## config.mk

```make
export PLATFORM = sky130hd
export DESIGN_NAME = phy_mgmt_status_ident_regs
export DESIGN_NICKNAME = d
export VERILOG_FILES = /design/src/phy_status_pkg.sv /design/src/sync_two_ff.sv /design/src/phy_mgmt_status_ident_regs.sv
export SDC_FILE = /design/constraint.sdc
export NUM_CORES = 1
export LEC_CHECK = 0
export ABC_CLOCK_PERIOD_IN_PS = 1000
export BUFFER_PORTS_ARGS = -buffer_cell sky130_fd_sc_hd__buf_2
export CAP_MARGIN = 20
export CORE_MARGIN = 2
export CORE_UTILIZATION = 40
export CTS_CLUSTER_SIZE = 40
export DETAILED_ROUTE_END_ITERATION = 10
export PLACE_DENSITY_LB_ADDON = 0.12
export RECOVER_POWER = 50
export SLEW_MARGIN = 20
export SYNTH_ARGS = -nofsm -noshare
export SYNTH_HDL_FRONTEND = slang
export SYNTH_SLANG_ARGS = --single-unit
```

## constraint.sdc

```tcl
create_clock -name clk_sys -period 1 [get_ports clk_sys]
set_input_delay 0.1 -clock clk_sys [delete_from_list [all_inputs] [get_ports clk_sys]]
set_output_delay 0.1 -clock clk_sys [all_outputs]
set_load 0.02 [all_outputs]
```

## src/phy_status_pkg.sv

```systemverilog
// Constants and types for the PHY management status and identifier registers.
// Assumes a 5-bit management register address and 16-bit register data.
package phy_status_pkg;

   // Management register addresses
   localparam logic [4:0] ADDR_BASIC_STATUS = 5'h01;
   localparam logic [4:0] ADDR_IDENT_HIGH = 5'h02;
   localparam logic [4:0] ADDR_IDENT_LOW = 5'h03;

   // Basic status field positions
   localparam int BIT_CAP_FAST_FULL = 14;
   localparam int BIT_CAP_FAST_HALF = 13;
   localparam int BIT_CAP_SLOW_FULL = 12;
   localparam int BIT_CAP_SLOW_HALF = 11;
   localparam int BIT_PREAMBLE_SUPPRESS = 6;
   localparam int BIT_NEG_COMPLETE = 5;
   localparam int BIT_FAR_END_FAULT = 4;
   localparam int BIT_NEG_ABLE = 3;
   localparam int BIT_LINK = 2;
   localparam int BIT_JABBER = 1;
   localparam int BIT_EXTENDED = 0;

   // Reset value of the basic status register
   localparam logic [15:0] BASIC_STATUS_RESET = 16'h7849;

   // Identifier values; arbitrary neutral values, not any real maker's code
   localparam logic [15:0] IDENT_HIGH_VALUE = 16'h0a5c;
   localparam logic [15:0] IDENT_LOW_VALUE = 16'h5c31;

   // Read request carried from the management access logic
   typedef struct packed {
      logic valid;
      logic [4:0] addr;
   } mgmt_read_req_t;

   // Read answer
   typedef struct packed {
      logic valid;
      logic [15:0] data;
   } mgmt_read_rsp_t;

   // Live PHY conditions
   typedef struct packed {
      logic link_up;
      logic jabber_seen;
      logic far_fault_seen;
      logic neg_complete;
   } phy_cond_t;

endpackage

```

## src/sync_two_ff.sv

```systemverilog
// Two flip-flop synchroniser for a group of level inputs.
// Assumes inputs are asynchronous levels; output is usable on clk_sys.
`timescale 1ns/1ps
`default_nettype none
module sync_two_ff #(
   parameter int WIDTH = 4
) (
   input wire logic clk_sys,
   input wire logic srst,
   input wire logic [WIDTH-1:0] async_in,
   output logic [WIDTH-1:0] sync_out
);
   logic [WIDTH-1:0] meta_ff;
   logic [WIDTH-1:0] hold_ff;
   logic [WIDTH-1:0] nxt_meta;
   logic [WIDTH-1:0] nxt_hold;

   // Next values of the two stages
   always_comb begin
      nxt_meta = async_in;
      nxt_hold = meta_ff;
      if (srst) begin
         nxt_meta = '0;
         nxt_hold = '0;
      end
   end

   // Stage registers; only the second stage reads the first
   always_ff @(posedge clk_sys) begin
      meta_ff <= nxt_meta;
      hold_ff <= nxt_hold;
   end

   assign sync_out = hold_ff;
endmodule
`default_nettype wire

```

## src/phy_mgmt_status_ident_regs.sv

```systemverilog
// Read side of the PHY basic status and identifier registers.
// Assumes the management access logic on clk_sys presents one-cycle read
// requests; PHY condition inputs come from other domains and are synchronised.
`timescale 1ns/1ps
`default_nettype none

// Register map served by this block (5-bit management address):
//    0x01  basic status, read only, sticky bits clear on read
//    0x02  identifier high half, read only, constant
//    0x03  identifier low half, read only, constant
//    other addresses answer with data 0
//
// Basic status layout:
//    15     reserved, reads 0
//    14:11  speed and duplex capabilities, read 1
//    10:7   reserved, read 0
//    6      preamble suppression capable, reads 1
//    5      negotiation complete, live
//    4      far-end fault, sticky, cleared by a status read
//    3      negotiation able, reads 1
//    2      link state, live
//    1      jabber, sticky, cleared by a status read
//    0      extended registers present, reads 1
//
// Timing: a request is taken at the rising edge where it stands and the
// answer stands for exactly one cycle after that edge. Condition inputs
// reach the status word two edges after they change, through the
// synchroniser, and one more edge for the registered flags.

// Function
// - Status bits 14 and 13 read fixed 1: 100 Mb/s full and half duplex.
// - Status bits 12 and 11 read fixed 1: 10 Mb/s full and half duplex.
// - Status bit 2 shows current link state; reset value 0.
// - Status bit 1 latches jabber until the status register is read.
// - Status bit 0 always reads 1: extended registers present.
// - Address 0x02 returns upper half of 32-bit identifier, read only.
// - Maker code spans identifier high and top six bits of identifier low.
// - Basic status at address 0x01, read only, reset value 0x7849.
module phy_mgmt_status_ident_regs
   import phy_status_pkg::*;
(
   input wire logic clk_sys,
   input wire logic srst,
   input wire mgmt_read_req_t rd_req,
   input wire phy_cond_t phy_cond,
   output mgmt_read_rsp_t rd_rsp,
   output logic link_up,
   output logic jabber_flag,
   output logic far_end_fault_flag
);
   // Synchronised PHY conditions
   phy_cond_t cond_sync;

   // Link state group
   logic link_ff;
   logic nxt_link;

   // Sticky event group
   logic jabber_ff;
   logic nxt_jabber;
   logic fault_ff;
   logic nxt_fault;

   // Read answer group
   mgmt_read_rsp_t rsp_ff;
   mgmt_read_rsp_t nxt_rsp;

   // Decoded read strobes, valid only in the request cycle
   logic status_read;
   logic ident_high_read;
   logic ident_low_read;

   // Status word as a read in this cycle would return it
   logic [15:0] status_word;

   // Condition inputs arrive from PHY analog and line domains
   sync_two_ff #(.WIDTH($bits(phy_cond_t))) u_cond_sync (
      .clk_sys(clk_sys),
      .srst(srst),
      .async_in(phy_cond),
      .sync_out(cond_sync)
   );

   // Assemble the live status word
   function automatic logic [15:0] build_status(input logic link_v, input logic jab_v,
                                                input logic flt_v, input logic neg_v);
      logic [15:0] w;
      w = 16'h0000; // Reserved bits read 0
      w[BIT_CAP_FAST_FULL] = 1'b1;
      w[BIT_CAP_FAST_HALF] = 1'b1;
      w[BIT_CAP_SLOW_FULL] = 1'b1;
      w[BIT_CAP_SLOW_HALF] = 1'b1;
      w[BIT_PREAMBLE_SUPPRESS] = BASIC_STATUS_RESET[BIT_PREAMBLE_SUPPRESS];
      w[BIT_NEG_COMPLETE] = neg_v;
      w[BIT_FAR_END_FAULT] = flt_v;
      w[BIT_NEG_ABLE] = BASIC_STATUS_RESET[BIT_NEG_ABLE];
      w[BIT_LINK] = link_v;
      w[BIT_JABBER] = jab_v;
      w[BIT_EXTENDED] = 1'b1;
      return w;
   endfunction

   // True when a valid request names the given register
   function automatic logic addr_hit(input mgmt_read_req_t req, input logic [4:0] reg_addr);
      return req.valid && (req.addr == reg_addr);
   endfunction

   // Sticky update: an event in the read cycle beats the read clear,
   // so a condition seen while software reads is never lost
   function automatic logic sticky_next(input logic event_v, input logic held_v,
                                        input logic clear_v);
      return event_v | (held_v & ~clear_v);
   endfunction

   // Register decode
   assign status_read = addr_hit(rd_req, ADDR_BASIC_STATUS);
   assign ident_high_read = addr_hit(rd_req, ADDR_IDENT_HIGH);
   assign ident_low_read = addr_hit(rd_req, ADDR_IDENT_LOW);

   // Status word from the registered flags; bit 5 follows its input live
   assign status_word = build_status(link_ff, jabber_ff, fault_ff, cond_sync.neg_complete);

   // Link state: follows the synchronised level, no latching
   always_comb begin
      nxt_link = cond_sync.link_up;
      if (srst) begin
         nxt_link = BASIC_STATUS_RESET[BIT_LINK];
      end
   end

   // Link state register
   always_ff @(posedge clk_sys) begin
      link_ff <= nxt_link;
   end

   // Sticky flags: set by the event, cleared by a status read
   always_comb begin
      nxt_jabber = sticky_next(cond_sync.jabber_seen, jabber_ff, status_read);
      nxt_fault = sticky_next(cond_sync.far_fault_seen, fault_ff, status_read);
      if (srst) begin
         nxt_jabber = BASIC_STATUS_RESET[BIT_JABBER];
         nxt_fault = BASIC_STATUS_RESET[BIT_FAR_END_FAULT];
      end
   end

   // Sticky flag registers
   always_ff @(posedge clk_sys) begin
      jabber_ff <= nxt_jabber;
      fault_ff <= nxt_fault;
   end

   // Read answer one cycle after the request; data is 0 while not valid
   // so a host that ignores the valid bit never sees stale values
   always_comb begin
      nxt_rsp.valid = rd_req.valid;
      nxt_rsp.data = 16'h0000; // Unlisted addresses read 0
      if (status_read) begin
         nxt_rsp.data = status_word;
      end else if (ident_high_read) begin
         nxt_rsp.data = IDENT_HIGH_VALUE;
      end else if (ident_low_read) begin
         nxt_rsp.data = IDENT_LOW_VALUE;
      end else begin
         nxt_rsp.data = 16'h0000;
      end
      if (srst) begin
         nxt_rsp = '0;
      end
   end

   // Read answer register
   always_ff @(posedge clk_sys) begin
      rsp_ff <= nxt_rsp;
   end

   // Outputs come straight from the registers
   assign rd_rsp = rsp_ff;
   assign link_up = link_ff;
   assign jabber_flag = jabber_ff;
   assign far_end_fault_flag = fault_ff;
endmodule
`default_nettype wire

```

==> results.yml <==
layout:
  utilization: 0.5692
  layout.cells.non_filler: 125
  final_area_um2: 993.5
  area_growth_syn_to_layout_pct: 32.78
  n_antenna_cell: 0
  drive_above_1_share: 0.4400
  final_nets: 113
clock_tree:
  cts.clk_slew.worst_paths_ns: 0.12
  cts_sinks: 22
  cts-root-buf: "clkbuf_4"
  cts_buffers: 3
  h-tree-depth: 1
  cts_tree: "built"
  clk_path_buf_depth: 2
  clock_latency_ns: 0.29
  cts_setup_buffers: 0
routing:
  avgRoutedWirePerCell_um: 9.184
  drt_iter0_markers: 3
  routed_via_density: 4.320
  ant_nets: 0
  wl_mm: 1.148
  drt_first_pass_iters: 2
  drc: 0
  num_vias: 540
sta:
  setup_violations: 0
  hold_violations: 0
  tns_ns: 0
  period_share: 0.9488
  fin_hold_ws_ns: 0.01894
  tightest_slew_ns: 0.6120
  slew_headroom: 0.5920
  period_needed_ns: 0.9488
  drv_slew: 0
  grt_setup_unrepaired: "false"
  fin_skew_ns: 0.0005903
  clock.fmax_ghz: 1.054
critical_path:
  cp-end-kind: "flop"
  path_cells: "buf_2, or4b_4, clkbuf_2, a211oi_1"
  crit_family: "simple AND/OR/NAND/NOR gates"
  path_buf_inv: 2
  required_ns: 1.22
  cp.arrival_ns: 1.17
  worstPathMaxFanout: 10
  path_class: "primary input to flop"
  worst_setup_path_start_kind: "primary input"
  slowest_stage: "or4b_4"
  max_stage_delay_ns: 0.54
  r2r_slack_ns: 0.25
power_and_ir_drop:
  p_per_area_mw_per_mm2: 1727
  pwr-share-clk: 0.384
  internal_power_mw: 1.377
  swShare: 0.1972
  p_seq_frac: 0.530
  net-switching-power_uw: 338.2
  comb_power_share: 0.086
  vdd_drop_max_mv: 1.134
  leakagePower_nw: 0.4540
synthesis:
  yosysWarnings: 0
  synth.distinct_cells: 21
  syn_inst: 65
  ys_seq_area_frac: 0.5886
  syn_area_um2: 748.2
  synth_area_per_cell_um2: 11.51
  synth.ff_latch_count: 22
floorplanning:
  die_h_um: 47.25
  start_util: 0.4287
  dieWidth_um: 47.25
  ios: 32
  die-area_mm2: 0.002233
  std_cell_rows: 15
  core_area_mm2: 0.001745
grt:
  grt_pass1_wl_mm: 1.869
  gr-total-overflow: 0
  grt.total_usage: 0.1200
  antenna_found_initial: 0
  grt_max_degree: 14
  grt_pass1_vias: 482
place:
  finalWeightedCongestion: 0.6981
  placedInstanceArea_um2: 917.1
  place_inst: 117
  io_buffers: 28
  place_hpwl_um: 833.8
hold_path:
  holdCritPathClass: "primary input to flop"
status:
  status: "completed"
job:
  cap_violations: 0
==> cell type report <==
type | count | area [um2]
sequential | 22 | 441.7
clock buffer | 3 | 22.52
timing repair buffer | 38 | 217.7
tap | 25 | 31.28
inverter | 1 | 3.754
fill | 163 | 752.0
clock inverter | 1 | 30.03
multi-input combinational | 35 | 246.5
==> stage by stage <==
stage | setup slack, ns | total power, mW
after floorplan | -0.07621 | 1.024
after global placement | -0.1918 | 1.068
after detailed placement | -0.2104 | 1.071
after CTS | 0.03478 | 1.745
after global routing | 0.003246 | 1.799
final | 0.05118 | 1.716
==> registers in the layout, summed over array words and instances (netlist names) <==
signal,cells
jabber_flag,1
rd_rsp,11
u_cond_sync.sync_out,4
far_end_fault_flag,1
u_cond_sync.meta_ff,4
link_up,1
==> synth_stat cells (all sizes together) <==
cell type  number  share of area
o21ba           2          0.027
conb            1         0.0050
or4b            1          0.018
nor4            1          0.028
inv             1         0.0050
nor3            6          0.040
a21oi           1         0.0067
o31a            2          0.027
dfxtp          22           0.59
nor3b           1          0.017
clkbuf          1         0.0050
nand3b          1          0.010
nor2            1         0.0050
nor2b          10          0.084
or2b            2          0.020
nand2           1         0.0050
buf             8          0.082
a211oi          2          0.020
o21ai           1         0.0067
==> cells by family (layout without fill, tap and decap cells) <==
| group | after synthesis | count (layout) | synth area share |
|---|---|---|---|
| simple gates | 24 | 24 | 0.2274 |
| flops | 22 | 22 | 0.5886 |
| buf+inv | 10 | 43 | 0.09195 |
| compound gates | 8 | 8 | 0.08694 |
| other cells | 1 | 3 | 0.005012 |
==> routing by layer <==
| layer | track usage | part of all wire | vias to the layer above |
|---|---|---|---|
| li1 | - | - | 276 |
| met1 | 0.1341 | 0.44 | 241 |
| met2 | 0.2027 | 0.49 | 21 |
| met3 | 0.03462 | 0.056 | 2 |
| met4 | 0.06667 | 0.010 | 0 |
| met5 | 0 | 0 | - |
==> path summary, 6_finish.rpt <==
kind / startpoint / end / cells after the start
worst max-delay path: rd_req[4] / rd_rsp[6]$_SDFF_PP0_ / 4
worst min-delay path: rd_req[5] / rd_rsp[16]$_SDFF_PP0_ / 2
worst max register to register: u_cond_sync.sync_out[1]$_SDFF_PP0_ / far_end_fault_flag$_SDFF_PP0_ / 1
worst min register to register: u_cond_sync.meta_ff[0]$_SDFF_PP0_ / u_cond_sync.sync_out[0]$_SDFF_PP0_ / 1
==> repair_timing <==
item | CTS | global route
endpoints found under the hold margin | 4 | 0
resized for setup | 0 | 1
setup endpoints to repair | 0 | 1
hold buffers | 4 | 0
==> power groups by stage <==
stage          logic, mW  registers, mW  clock network [mW]
3_5_place_dp       0.141          0.930                   0
5_1_grt            0.163          0.913               0.724
2_1_floorplan     0.0815          0.942                   0
4_1_cts            0.153          0.910               0.681
6_report           0.147          0.910               0.659
3_3_place_gp       0.139          0.929                   0
==> cells in the final DEF, fill, tap and decap left out <==
cell           instances
dfxtp_2                1
dfxtp_1               21
or4b_4                 1
conb_1                 3
o31a_2                 2
nor2b_1               10
nor3b_1                1
buf_2                 27
a211oi_2               1
clkbuf_4               3
inv_1                  1
a21oi_1                1
nand2_1                1
o21ai_0                1
a211oi_1               1
dlygate4sd3_1          4
clkbuf_1               2
nor4_4                 1
nor3_1                 6
nor2_1                 1
clkbuf_2               1
nand3b_1               1
or2b_1                 2
buf_4                  4
o21ba_2                2
bufinv_16              1
No activity file was read; power rests on OpenSTA's default activity.
